===== config.mk =====
export PLATFORM = sky130hd
export DESIGN_NAME = tc_channel
export DESIGN_NICKNAME = d
export VERILOG_FILES = /design/src/pkg/tc_pkg.sv /design/src/hw/tc_channel.sv
export SDC_FILE = /design/constraint.sdc
export NUM_CORES = 1
export LEC_CHECK = 0
export ABC_AREA = 1
export BUFFER_PORTS_ARGS = -buffer_cell sky130_fd_sc_hd__buf_2
export CORE_AREA = 2 2 219 135
export CTS_BUF_LIST = sky130_fd_sc_hd__clkbuf_4
export CTS_CLUSTER_SIZE = 10
export DETAILED_ROUTE_END_ITERATION = 8
export DIE_AREA = 0 0 221 137
export MAX_ROUTING_LAYER = met4
export PLACE_DENSITY = 0.49
export SETUP_SLACK_MARGIN = 0.1
export SLEW_MARGIN = 25
export SYNTH_ARGS = -nofsm -noshare
export SYNTH_HDL_FRONTEND = slang
export SYNTH_SLANG_ARGS = --single-unit

===== constraint.sdc =====
create_clock -name core_clk -period 2.3 [get_ports core_clk]
set_input_delay 0.23 -clock core_clk [delete_from_list [all_inputs] [get_ports core_clk]]
set_output_delay 0.23 -clock core_clk [all_outputs]
set_load 0.1 [all_outputs]

===== src/pkg/tc_pkg.sv =====
// shared constants for the timer channel
package tc_pkg;
  // counting modes
  typedef enum logic [2:0] {
    TC_INTERVAL,
    TC_EVENT,
    TC_CAPTURE,
    TC_ONECOUNT,
    TC_CAPONE
  } tc_mode_t;
  localparam logic [2:0] MODE_LAST = 3'h4;   // highest legal mode code
  // register byte offsets
  localparam logic [4:0] OFS_MODE = 5'h00;   // mode and input setup
  localparam logic [4:0] OFS_RUN = 5'h04;    // start / stop / enabled flag
  localparam logic [4:0] OFS_DATA = 5'h08;   // reload_capture_value
  localparam logic [4:0] OFS_COUNT = 5'h0C;  // count_value, read only
  localparam logic [4:0] OFS_OUTCTL = 5'h10; // role, level, enable
  localparam logic [4:0] OFS_OUTST = 5'h14;  // output_state_register
  // mode register fields
  localparam int MODE_LSB = 0;      // mode code, 3 bits
  localparam int STIRQ_BIT = 3;     // start_interrupt_select
  localparam int EDGE_LSB = 4;      // valid edge, 2 bits
  localparam int FILT_BIT = 6;      // noise filter enable
  // run register fields
  localparam int START_BIT = 0;     // channel_start_bit, write one
  localparam int STOP_BIT = 1;      // stop, write one
  // output control fields
  localparam int ROLE_BIT = 0;      // output_role_select
  localparam int LEVEL_BIT = 1;     // active_level_select
  localparam int OE_BIT = 2;        // output_enable_bit
  // valid edge codes
  localparam logic [1:0] EDGE_FALL = 2'h0;
  localparam logic [1:0] EDGE_RISE = 2'h1;
  localparam logic [1:0] EDGE_BOTH = 2'h2;
  // reset values
  localparam logic [1:0] EDGE_RST = 2'h1;
  localparam logic OUT_RST = 1'b0;
endpackage


===== src/hw/tc_channel.sv =====
// Our own choices: the register addresses and register access over Avalon-MM.
`timescale 1ns/100ps
// Contract
// - interval start waits first count clock, loads
// - start interrupt only when select bit set
// - interval counts down, interrupts, reloads at zero
// - event mode loads reload value at start
// - event mode decrements per valid edge
// - filter adds two clocks to edge detection
// - capture clears counter at first count clock
// - capture edge stores count, interrupts, restarts zero
// - one-count waits rising edge, loads, counts down
// - one-count zero interrupts, all ones, stops
// - rise clears and counts, fall captures, interrupts
// - master role toggles on own interrupt only
// - slave role set/reset by level select
// - simultaneous set and reset gives reset
// - output enabled ignores software output writes
// - output disabled takes writes, blocks interrupts
// - output state always readable
// - only channels zero and two are masters; the code forces only channel zero to the master role
// - output settings never disturb counting
// - master start toggles from default level
// - level change waits next set or reset
// - unfiltered edge lags one to two clocks; the code takes four to five clocks from the pin change to the count
module tc_channel #(
  parameter int DATA_W = 16,     // counter and data width
  parameter int CHAN_INDEX = 1   // position in the four channel unit
) (
  input wire logic core_clk,
  input wire logic resetn,
  input wire logic [4:0] avAddress,
  input wire logic avRead,
  input wire logic avWrite,
  input wire logic [31:0] avWritedata,
  output logic [31:0] avReaddata,
  output logic avWaitrequest,
  input wire logic countTick,        // count clock pulse from the prescaler
  input wire logic timerInputPin,    // asynchronous timer input pin
  input wire logic masterInterrupt,  // channel_interrupt of the master channel
  output logic channelInterrupt,     // one-cycle pulse
  output logic channelOutputBit      // output pin level
);

  // channel zero has no master, so it may never take the slave role
  localparam bit CAN_SLAVE = (CHAN_INDEX != 0);

  // elaboration check on the parameters
  if (DATA_W < 2 || DATA_W > 32 || CHAN_INDEX < 0 || CHAN_INDEX > 3) begin : gChk
    $error("tc_channel: unsupported parameter value");
  end

  localparam logic [DATA_W-1:0] ALL_ONES = {DATA_W{1'b1}};
  localparam logic [DATA_W-1:0] ZERO = {DATA_W{1'b0}};
  localparam logic [DATA_W-1:0] ONE = {{(DATA_W-1){1'b0}}, 1'b1};

  // whole state of the channel
  typedef struct packed {
    logic [2:0] pinSync;           // three-stage pin synchroniser
    logic pinLvl;                  // synchronised level
    logic [1:0] filt;              // filter history
    logic edgeLvl;                 // level fed to the edge detector
    tc_pkg::tc_mode_t mode;        // counting mode
    logic startIrqSel;             // start_interrupt_select
    logic [1:0] edgeSel;           // valid edge choice
    logic filtEn;                  // noise filter enable
    logic enabled;                 // channel_enabled_flag
    logic started;                 // start trigger seen
    logic [DATA_W-1:0] count;      // count_value
    logic [DATA_W-1:0] data;       // reload_capture_value
    logic irq;                     // channel_interrupt pulse
    logic role;                    // output_role_select
    logic level;                   // active_level_select
    logic oe;                      // output_enable_bit
    logic outBit;                  // channel_output_bit
    logic ack;                     // bus answer phase
    logic [31:0] rdata;            // read data
  } tc_state_t;

  tc_state_t q;
  tc_state_t next_q;

  // bus helpers: a request is answered one edge after it appears
  logic busReq;
  logic wrNow;
  logic rise;
  logic fall;
  logic lvlNext; // level the edge detector takes at the coming edge
  logic validEdge;
  logic [31:0] rd;

  assign busReq = avRead | avWrite;
  assign wrNow = avWrite & q.ack;
  assign avWaitrequest = busReq & ~q.ack;
  assign avReaddata = q.rdata;
  assign channelInterrupt = q.irq;
  assign channelOutputBit = q.outBit;

  // edge detection on the filtered pin level; the coming level is worked out
  // from q alone, so the edge never loops back through next_q
  always_comb begin
    lvlNext = q.edgeLvl;
    if (!q.filtEn) begin
      lvlNext = q.pinLvl;
    end else if (q.filt[0] == q.filt[1]) begin
      lvlNext = q.filt[1];
    end
    rise = lvlNext & ~q.edgeLvl;
    fall = ~lvlNext & q.edgeLvl;
    if (q.edgeSel == tc_pkg::EDGE_FALL) begin
      validEdge = fall;
    end else if (q.edgeSel == tc_pkg::EDGE_RISE) begin
      validEdge = rise;
    end else if (q.edgeSel == tc_pkg::EDGE_BOTH) begin
      validEdge = rise | fall;
    end else begin
      validEdge = 1'b0;
    end
  end

  // read mux, decoded by address; unmapped words read zero
  always_comb begin
    rd = 32'h0000_0000;
    if (avAddress == tc_pkg::OFS_MODE) begin
      rd[tc_pkg::MODE_LSB +: 3] = q.mode;
      rd[tc_pkg::STIRQ_BIT] = q.startIrqSel;
      rd[tc_pkg::EDGE_LSB +: 2] = q.edgeSel;
      rd[tc_pkg::FILT_BIT] = q.filtEn;
    end else if (avAddress == tc_pkg::OFS_RUN) begin
      rd[tc_pkg::START_BIT] = q.enabled;
    end else if (avAddress == tc_pkg::OFS_DATA) begin
      rd[DATA_W-1:0] = q.data;
    end else if (avAddress == tc_pkg::OFS_COUNT) begin
      rd[DATA_W-1:0] = q.count;
    end else if (avAddress == tc_pkg::OFS_OUTCTL) begin
      rd[tc_pkg::ROLE_BIT] = q.role;
      rd[tc_pkg::LEVEL_BIT] = q.level;
      rd[tc_pkg::OE_BIT] = q.oe;
    end else if (avAddress == tc_pkg::OFS_OUTST) begin
      rd[0] = q.outBit;
    end
  end

  // next-state logic for bus, input path, counter and output stage
  always_comb begin
    next_q = q;
    next_q.irq = 1'b0;
    // bus answer: acknowledge toggles so each request takes two edges
    next_q.ack = busReq & ~q.ack;
    if (avRead & ~q.ack) begin
      next_q.rdata = rd;
    end
    // pin synchroniser; only stages two and three are compared
    next_q.pinSync = {q.pinSync[1:0], timerInputPin};
    if (q.pinSync[1] == q.pinSync[2]) begin
      next_q.pinLvl = q.pinSync[2];
    end
    // filter needs the level to stay for two more clocks
    next_q.filt = {q.filt[0], q.pinLvl};
    next_q.edgeLvl = lvlNext;

    // counting; runs only while the channel is enabled
    if (q.enabled) begin
      case (q.mode)
        tc_pkg::TC_INTERVAL: begin
          if (countTick && !q.started) begin
            next_q.started = 1'b1;
            next_q.count = q.data;
            next_q.irq = q.startIrqSel;
          end else if (countTick && q.count == ZERO) begin
            next_q.count = q.data;
            next_q.irq = 1'b1;
          end else if (countTick) begin
            next_q.count = q.count - ONE;
          end
        end
        tc_pkg::TC_EVENT: begin
          // reaching zero reloads and interrupts, like interval mode
          if (validEdge && q.count == ZERO) begin
            next_q.count = q.data;
            next_q.irq = 1'b1;
          end else if (validEdge) begin
            next_q.count = q.count - ONE;
          end
        end
        tc_pkg::TC_CAPTURE: begin
          if (countTick && !q.started) begin
            next_q.started = 1'b1;
            next_q.count = ZERO;
            next_q.irq = q.startIrqSel;
          end else if (q.started && validEdge) begin
            // the first capture after start has no interval meaning
            next_q.data = q.count;
            next_q.irq = 1'b1;
            next_q.count = ZERO;
          end else if (q.started && countTick) begin
            next_q.count = q.count + ONE;
          end
        end
        tc_pkg::TC_ONECOUNT: begin
          if (rise) begin
            // a new trigger restarts even a running count
            next_q.started = 1'b1;
            next_q.count = q.data;
          end else if (q.started && countTick && q.count == ZERO) begin
            next_q.irq = 1'b1;
            next_q.count = ALL_ONES;
            next_q.started = 1'b0;
          end else if (q.started && countTick) begin
            next_q.count = q.count - ONE;
          end
        end
        tc_pkg::TC_CAPONE: begin
          if (rise) begin
            next_q.started = 1'b1;
            next_q.count = ZERO;
          end else if (q.started && fall) begin
            next_q.data = q.count;
            next_q.irq = 1'b1;
            next_q.started = 1'b0;
          end else if (q.started && countTick) begin
            next_q.count = q.count + ONE;
          end
        end
        default: begin
          next_q.started = 1'b0;
        end
      endcase
    end

    // output stage; it never writes count or data
    if (q.oe) begin
      if (q.role == 1'b0) begin
        // level select ignored here; start interrupt also toggles
        if (q.irq) begin
          next_q.outBit = ~q.outBit;
        end
      end else if (q.irq) begin
        // own interrupt resets and wins over the master's set
        next_q.outBit = q.level;
      end else if (masterInterrupt) begin
        next_q.outBit = ~q.level;
      end
    end

    // register writes take effect at the edge that ends the wait
    if (wrNow) begin
      if (avAddress == tc_pkg::OFS_MODE) begin
        if (avWritedata[tc_pkg::MODE_LSB +: 3] <= tc_pkg::MODE_LAST) begin
          next_q.mode = tc_pkg::tc_mode_t'(avWritedata[tc_pkg::MODE_LSB +: 3]);
        end
        next_q.startIrqSel = avWritedata[tc_pkg::STIRQ_BIT];
        next_q.edgeSel = avWritedata[tc_pkg::EDGE_LSB +: 2];
        next_q.filtEn = avWritedata[tc_pkg::FILT_BIT];
      end else if (avAddress == tc_pkg::OFS_RUN) begin
        if (avWritedata[tc_pkg::STOP_BIT]) begin
          next_q.enabled = 1'b0;
          next_q.started = 1'b0;
        end else if (avWritedata[tc_pkg::START_BIT]) begin
          // start always rearms; the counter keeps its value, except in event mode where it loads data
          next_q.enabled = 1'b1;
          next_q.started = 1'b0;
          if (q.mode == tc_pkg::TC_EVENT) begin
            next_q.count = q.data;
          end
        end
      end else if (avAddress == tc_pkg::OFS_DATA) begin
        next_q.data = avWritedata[DATA_W-1:0];
      end else if (avAddress == tc_pkg::OFS_OUTCTL) begin
        // settings only, pin level is left as it is
        next_q.role = avWritedata[tc_pkg::ROLE_BIT] & CAN_SLAVE;
        next_q.level = avWritedata[tc_pkg::LEVEL_BIT];
        next_q.oe = avWritedata[tc_pkg::OE_BIT];
      end else if (avAddress == tc_pkg::OFS_OUTST) begin
        if (!q.oe) begin
          next_q.outBit = avWritedata[0];
        end
      end
    end
  end

  // single state register
  always_ff @(posedge core_clk or negedge resetn) begin
    if (!resetn) begin
      q <= '{
        pinSync: 3'h0, pinLvl: 1'b0, filt: 2'h0, edgeLvl: 1'b0,
        mode: tc_pkg::TC_INTERVAL, startIrqSel: 1'b0,
        edgeSel: tc_pkg::EDGE_RST, filtEn: 1'b0, enabled: 1'b0,
        started: 1'b0, count: ZERO, data: ZERO, irq: 1'b0, role: 1'b0,
        level: 1'b0, oe: 1'b0, outBit: tc_pkg::OUT_RST, ack: 1'b0,
        rdata: 32'h0000_0000};
    end else begin
      q <= next_q;
    end
  end

  // assertions
  AST_INT_LOAD: assert property (@(posedge core_clk) disable iff (!resetn)
    q.enabled && q.mode == tc_pkg::TC_INTERVAL && !q.started && countTick && !wrNow
    |=> q.count == $past(q.data) && q.started)
    else $error("interval start did not load reload value");
  AST_START_IRQ: assert property (@(posedge core_clk) disable iff (!resetn)
    q.enabled && q.mode == tc_pkg::TC_CAPTURE && !q.started && countTick && !wrNow
    |=> q.irq == $past(q.startIrqSel))
    else $error("start interrupt does not follow select");
  AST_INT_RELOAD: assert property (@(posedge core_clk) disable iff (!resetn)
    q.enabled && q.mode == tc_pkg::TC_INTERVAL && q.started && countTick
    && q.count == ZERO && !wrNow |=> q.irq && q.count == $past(q.data))
    else $error("interval zero did not reload and interrupt");
  AST_EVT_HOLD: assert property (@(posedge core_clk) disable iff (!resetn)
    !q.enabled && !wrNow |=> $stable(q.count))
    else $error("counter moved while disabled");
  AST_CAP_STORE: assert property (@(posedge core_clk) disable iff (!resetn)
    q.enabled && q.mode == tc_pkg::TC_CAPTURE && q.started && validEdge && !wrNow
    |=> q.data == $past(q.count) && q.count == ZERO && q.irq)
    else $error("capture edge mishandled");
  AST_ONE_STOP: assert property (@(posedge core_clk) disable iff (!resetn)
    q.enabled && q.mode == tc_pkg::TC_ONECOUNT && q.started && countTick
    && q.count == ZERO && !rise && !wrNow |=> q.count == ALL_ONES && !q.started)
    else $error("one-count end not handled");
  AST_TOGGLE: assert property (@(posedge core_clk) disable iff (!resetn)
    q.oe && !q.role && q.irq && !wrNow |=> q.outBit != $past(q.outBit))
    else $error("master role did not toggle");
  AST_PRIO: assert property (@(posedge core_clk) disable iff (!resetn)
    q.oe && q.role && q.irq && masterInterrupt && !wrNow |=> q.outBit == $past(q.level))
    else $error("reset did not win over set");
  AST_BLOCK: assert property (@(posedge core_clk) disable iff (!resetn)
    !q.oe && !wrNow |=> $stable(q.outBit))
    else $error("output moved while disabled");
  AST_WAIT: assert property (@(posedge core_clk) disable iff (!resetn)
    busReq && !q.ack |-> avWaitrequest ##1 (!busReq || !avWaitrequest))
    else $error("bus answer took more than one wait cycle");
  // interval mode leaves the counter alone until the first count clock
  AST_INT_HOLD: assert property (@(posedge core_clk) disable iff (!resetn)
    q.enabled && q.mode == tc_pkg::TC_INTERVAL && !q.started && !countTick && !wrNow
    |=> $stable(q.count))
    else $error("interval counter moved before first count clock");
  // event mode loads at the start write itself, with no count clock needed
  AST_EVT_LOAD: assert property (@(posedge core_clk) disable iff (!resetn)
    wrNow && avAddress == tc_pkg::OFS_RUN && avWritedata[tc_pkg::START_BIT]
    && !avWritedata[tc_pkg::STOP_BIT] && q.mode == tc_pkg::TC_EVENT
    |=> q.count == $past(q.data) && q.enabled)
    else $error("event start did not load reload value");
  // count clocks alone must never move an event counter
  AST_EVT_TICK: assert property (@(posedge core_clk) disable iff (!resetn)
    q.enabled && q.mode == tc_pkg::TC_EVENT && !validEdge && !wrNow |=> $stable(q.count))
    else $error("event counter moved without a valid edge");
  // a level that has not held for two clocks never reaches the edge detector
  AST_FILT: assert property (@(posedge core_clk) disable iff (!resetn)
    q.filtEn && q.filt[0] != q.filt[1] |=> $stable(q.edgeLvl))
    else $error("filter passed an unsettled level");
  // capture starts from zero at the first count clock
  AST_CAP_START: assert property (@(posedge core_clk) disable iff (!resetn)
    q.enabled && q.mode == tc_pkg::TC_CAPTURE && !q.started && countTick && !wrNow
    |=> q.count == ZERO && q.started)
    else $error("capture start did not clear counter");
  // a rising pin edge loads and arms the one-count run, even mid-count
  AST_ONE_LOAD: assert property (@(posedge core_clk) disable iff (!resetn)
    q.enabled && q.mode == tc_pkg::TC_ONECOUNT && rise && !wrNow
    |=> q.count == $past(q.data) && q.started)
    else $error("one-count trigger did not load reload value");
  // the falling edge ends a high-level measurement
  AST_CAPONE: assert property (@(posedge core_clk) disable iff (!resetn)
    q.enabled && q.mode == tc_pkg::TC_CAPONE && q.started && fall && !wrNow
    |=> q.data == $past(q.count) && q.irq && !q.started)
    else $error("falling edge did not capture");
  // the master's interrupt alone drives the inactive-to-active change
  AST_SLAVE: assert property (@(posedge core_clk) disable iff (!resetn)
    q.oe && q.role && masterInterrupt && !q.irq |=> q.outBit == !$past(q.level))
    else $error("master interrupt did not set the slave output");
  // with output enabled only interrupts may move the pin
  AST_SW_IGNORE: assert property (@(posedge core_clk) disable iff (!resetn)
    q.oe && !q.irq && !masterInterrupt |=> $stable(q.outBit))
    else $error("output moved without an interrupt");
  // the output state reads back whatever the enables are
  AST_READ_OUT: assert property (@(posedge core_clk) disable iff (!resetn)
    avRead && !q.ack && avAddress == tc_pkg::OFS_OUTST |=> avReaddata[0] == $past(q.outBit))
    else $error("output state read back wrong");

endmodule


; Word-level counts from Yosys, hierarchy flattened
; Cells that the tools add are included.
; Widths: inputs -> output; s select.
[op_classes]
addsub = 2
n_mul = 0
div = 0
magnitude_cmp = 1
n_eq_ne = 13
shifts = 0
n_mux = 67
bitwise_logic = 15
n_reduce_logical = 18
[op_table]
columns = operator, count
row1 = $mux 16, 17
row2 = $mux 17, 6
row3 = $pmux 16 s5, 1
row4 = $mux 33, 2
row5 = $mux 34, 1
row6 = $pmux 16 s2, 1
row7 = $mux 1, 29
row8 = $mux 18, 1
row9 = $add 16x1->16 const B, 1
row10 = $logic_not 16->1, 1
row11 = $sub 16x1->16 const B, 1
row12 = $mux 15, 1
row13 = $mux 13, 1
row14 = $eq 5x4->1 const B, 2
row15 = $eq 5x5->1 const B, 2
row16 = $mux 9, 1
row17 = $not 1->1, 8
row18 = $logic_and 1x1->1, 7
row19 = $mux 7, 1
row20 = $eq 3x2->1 const B, 2
row21 = $and 1x1->1, 5
row22 = $eq 5x3->1 const B, 1
row23 = $logic_not 5->1, 1
row24 = $pmux 1 s5, 1
row25 = 19 further kinds, 22
[totals]
register_bits = 70
latch_bits = 0
ramBits = 0
romBits = 0
input_bits = 44
out_inout_bits = 35
memories = 0

; Depth between registers and ports, before layout
[depth]
ltp_word = 20
mapped_depth = 15
depth_no_buf = 15

; Least setup slack after synthesis
; No wires, ideal clock.
[synth_timing]
path_kind = register -> register
startpoint = register q[32] in the netlist's numbering
endpoint = register q[32] in the netlist's numbering
setup_time_ns = 0.267
arrival_ns = 1.666
slack_ns = 0.367
path_stages_with_launch = 2
period_less_slack_ns = 1.933
path_cell_list = dfrtp_1 nor2_1
[synth_via]
elab_chain_cells = 2
[synth_lines]
columns = element, line
row1 = "start, declared", tc_channel.sv:80  ; tc_state_t q;
row2 = "start signal, assigned", tc_channel.sv:285  ; q <= '{
row3 = "start signal, assigned", tc_channel.sv:293  ; q <= next_q;
row4 = $not 1->1, -
row5 = $and 1x1->1, -
row6 = via avWaitrequest, tc_channel.sv:37  ; output logic avWaitrequest,
; The timed path passes the listed nets, and every way through them passes these cells.
; A chain may end at the register's enable or synchronous reset.

==> results.md <==
- For the worst setup path, the data arrival time is 2.47 ns.
- The wire length of the first global-routing pass is 47700 um.
- TritonCTS built the clock tree.
- For this configuration, the core starts out at a cell density of 0.245.
- The layout net count is 1280.
- The top achievable clock speed is 0.484 GHz.
- The total DRC errors in the routed layout is 0.
- Across every metal layer, demand over resource in global routing totals 0.217.
- The synthesized instance count is 1146.
- 0 antenna diodes ended up in the layout.
- The post-synthesis cell type count is 49.
- In this run the power density over the cells is 1130 nW/um^2.
- The type of element capturing the critical path is a flip-flop.
- The horizontal die dimension is 221 um.
- STA puts the critical path data required time at 2.71 ns.
- The top-area cell type share of the netlist area is 0.249.
- The die is 137 um tall.
- The number of endpoints with negative hold slack in the final report was 0.
- The average cell area after synthesis is 6.06 um^2.
- The post-route minimum period is 2.06 ns.
- Yosys attributes the largest share of cell area to sky130_fd_sc_hd__dfrtp_1 25%, sky130_fd_sc_hd__nand2_1 18%, sky130_fd_sc_hd__nor2_1 7.1%.
- The total overflow left after global routing is 0.
- The max-slew violation total from the final report came to 0.
- Using the TritonRoute via totals, the vias-per-cell ratio works out to 5.05.
- The deepest level of the CTS H-tree is 3.
- In this run the cell area of the synthesized design comes to 6940 um^2.
- In this run the critical register-to-register path is launched from q[79]$_DFF_PN0_.
- Routability-driven placement finished with a final weighted congestion of 0.966.
- The instance area after placement is 7750 um^2.
- The sequential share of the synthesized area is 0.253.
- The setup violation total in the final timing report is 0.
- The total power draw is 9.49 mW.
- The vias after detailed routing is 8153.
- The number of warnings issued by yosys is 0.
- The worst vdd rail ir drop is 0.469 mV.
- The worst setup path category is reg -> reg.
- The area growth from synthesis to layout is 20.7%.
- The share of final-layout standard cells stronger than drive strength 1 is 0.199.
- The cell with the most instances after synthesis is sky130_fd_sc_hd__nand2_1.
- The total area inside the core boundary comes to 28300 um^2.
- The residual antenna-violating net count after detailed routing is 0.
- The pin count of the biggest net entering global routing is 46.
- The die covers 30300 um^2.
- Counting every sink on the clock net gives 70.
- In the finished design, the share of the clock period the worst path needs comes to 0.898.
- The slew at the pin with the worst max-slew slack is 0.763 ns.
- The max capacitance violation total is 0.
- No sink is reached through more buffers than the 2 on the longest clock path.
- Detailed placement finished with a half-perimeter wire length of 24400 um.
- The flop and latch count out of synthesis is 70.
- Between clock sinks in the finished design, the worst skew comes to 0.0343 ns.
- After the flow finishes, the layout carries non-filler instances totaling 1613.
- The detailed-route wire length is 31700 um.
- The number of placed instances, taps included, is 1566.
- The number of design-rule violations left by the first detailed-router iteration is 1018.
- The pre-antenna-repair detailed-routing pass consisted of 6 iterations.
- In this run the tightest slew margin relative to its limit is 0.491.
- The initial antenna violation count is 0.
- The number of standard-cell rows in the floorplan is 48.
- The critical path starts at q[79]$_DFF_PN0_.
- The static leakage power is 3.92 nW.
- Among all flip-flop cells after synthesis, the most frequent one is sky130_fd_sc_hd__dfrtp_1.
- The worst-skew pair later-pin latency is 0.51 ns.
- The final standard cell area without fillers is 8380 um^2.
- Of all flip-flops after synthesis, the portion carrying an async set or reset was 1.00.
- After detailed routing, the average wire length per cell comes to 19.6 um.
- In this run the most critical hold path is launched from avWritedata[0].
- Summed over all instances, the cell type with the most area after synthesis is sky130_fd_sc_hd__dfrtp_1.
- The count of input and output buffers is 46.
- The biggest fanout along the worst timing path is 30.
- Buffers inserted during clock tree synthesis total 9.
- The clock-pin slew on the worst setup and hold paths is 0.16 ns.
- The kind of path behind the tightest hold check is in -> reg.
- The commonest cells after synthesis are 327 x sky130_fd_sc_hd__nand2_1, 132 x sky130_fd_sc_hd__nor2_1, 101 x sky130_fd_sc_hd__inv_1.
- Counting flops with a built-in enable in the synthesized netlist gives 0.
- The summed negative setup slack over all endpoints is 0 ns.
- Measured on the finished design, the core utilization comes to 0.296.
- Setup repair after global routing could not meet its margin everywhere.
- The kind of start point of the critical path is a flip-flop.
- The number of top-level design ports is 79.
- The clock root buffer master is sky130_fd_sc_hd__clkbuf_4.
- The number of global-route vias before repair was 7482.
- The run finished with clean final reports.
-- metrics by stage --
stage | setup slack, ns | hold WS [ns]
after detailed placement | 0.115 | 0.204
final | 0.235 | 0.0583
after global routing | 0.0692 | 0.0562
after CTS | 0.127 | 0.0152
after floorplan | 0.367 | -0.0656
after global placement | 0.106 | 0.200
-- state kept, by name, summed over array words and instances, names as in the netlist --
register	count
q	48
avReaddata	16
next_q	4
channelInterrupt	1
channelOutputBit	1
-- timing repair --
| action | 4_1_cts | 5_1_grt |
|---|---|---|
| endpoints found under the hold margin | 43 | 0 |
| endpoints found under the setup margin | 0 | 32 |
| resized for setup | 0 | 59 |
| buffers inserted | 0 | 14 |
| hold buffers | 17 | 0 |
-- cells in the final DEF, fill, tap and decap left out, drive strengths merged, types with 3 or more instances in the layout --
cell and n:
nor2 141, dfrtp 69, conb 16, inv 106, clkbuf 9, nand3 94, ha 3, o221ai 5
clkinvlp 3, xor2 9, a22oi 8, o22ai 10, nor3 22, nand2 336, o211ai 8, a21oi 103
dlygate4sd3 17, nand4 10, buf 133, o21ai 114, and2 6
-- where the power goes --
group / internal [mW] / switching, mW / total (mW)
combinational: 2.08 / 4.29 / 6.38
clock: 0.346 / 0.600 / 0.946
sequential: 1.57 / 0.595 / 2.16
total: 4.00 / 5.49 / 9.49
-- kinds of logic after synthesis --
kind of cell / count (synthesis) / share of synthesized area
XOR/XNOR: 10 / 0.0153
AO/OA/AOI/OAI: 253 / 0.209
AND/OR/NAND/NOR: 613 / 0.377
multiplexers: 1 / 0.00144
buffers and inverters: 194 / 0.138
adder cells (fa/ha/maj): 4 / 0.00685
flip-flops: 70 / 0.253
other: 1 / 0.000540
-- worst paths after layout --
check / to / slack [ns] / depth (start not counted)
min reg2reg: next_q[85]$_DFF_PN0_ / 0.36 / 0
max: q[59]$_DFF_PN0_ / 0.24 / 13
min in group asynchronous: q[35]$_DFFE_PN0P_ / 0.20 / 2
max in group asynchronous: q[73]$_DFFE_PN1P_ / 1.43 / 3
max reg2reg: q[59]$_DFF_PN0_ / 0.24 / 13
min: q[71]$_DFFE_PN0P_ / 0.06 / 3
-- worst max-delay path, stage by stage (launching register included) --
cell and delay, ns:
sky130_fd_sc_hd__dfrtp_2 0.48, sky130_fd_sc_hd__nor2_1 0.12, sky130_fd_sc_hd__nor2_1 0.05, sky130_fd_sc_hd__nand2_2 0.12
sky130_fd_sc_hd__nand3_4 0.15, sky130_fd_sc_hd__nor2_2 0.16, sky130_fd_sc_hd__buf_12 0.21, sky130_fd_sc_hd__nand2_1 0.22
sky130_fd_sc_hd__nand3_1 0.13, sky130_fd_sc_hd__nand2_1 0.06, sky130_fd_sc_hd__nor2_1 0.09, sky130_fd_sc_hd__nand3_1 0.07
sky130_fd_sc_hd__nand2_1 0.07, sky130_fd_sc_hd__a21oi_2 0.05
-- final cells by class --
cell class                 count  area [um^2]
clock buffer                   9         67.6
clock inverter                 7         78.8
fill                        3166        19900
inverter                     105          402
multi-input combinational    897         4450
sequential                    70         1760
tap                          375          469
timing repair buffer         150         1150
-- metal layers --
layer  up-vias  track usage  routed length (um)
met5         -            -                   0
met4         0       0.0328                 284
met3        27       0.0867                4510
met2       420        0.260               11000
met1      3838        0.330               15900
li1       3868            -                   -
Note: power is estimated with default switching activity, not from simulation.
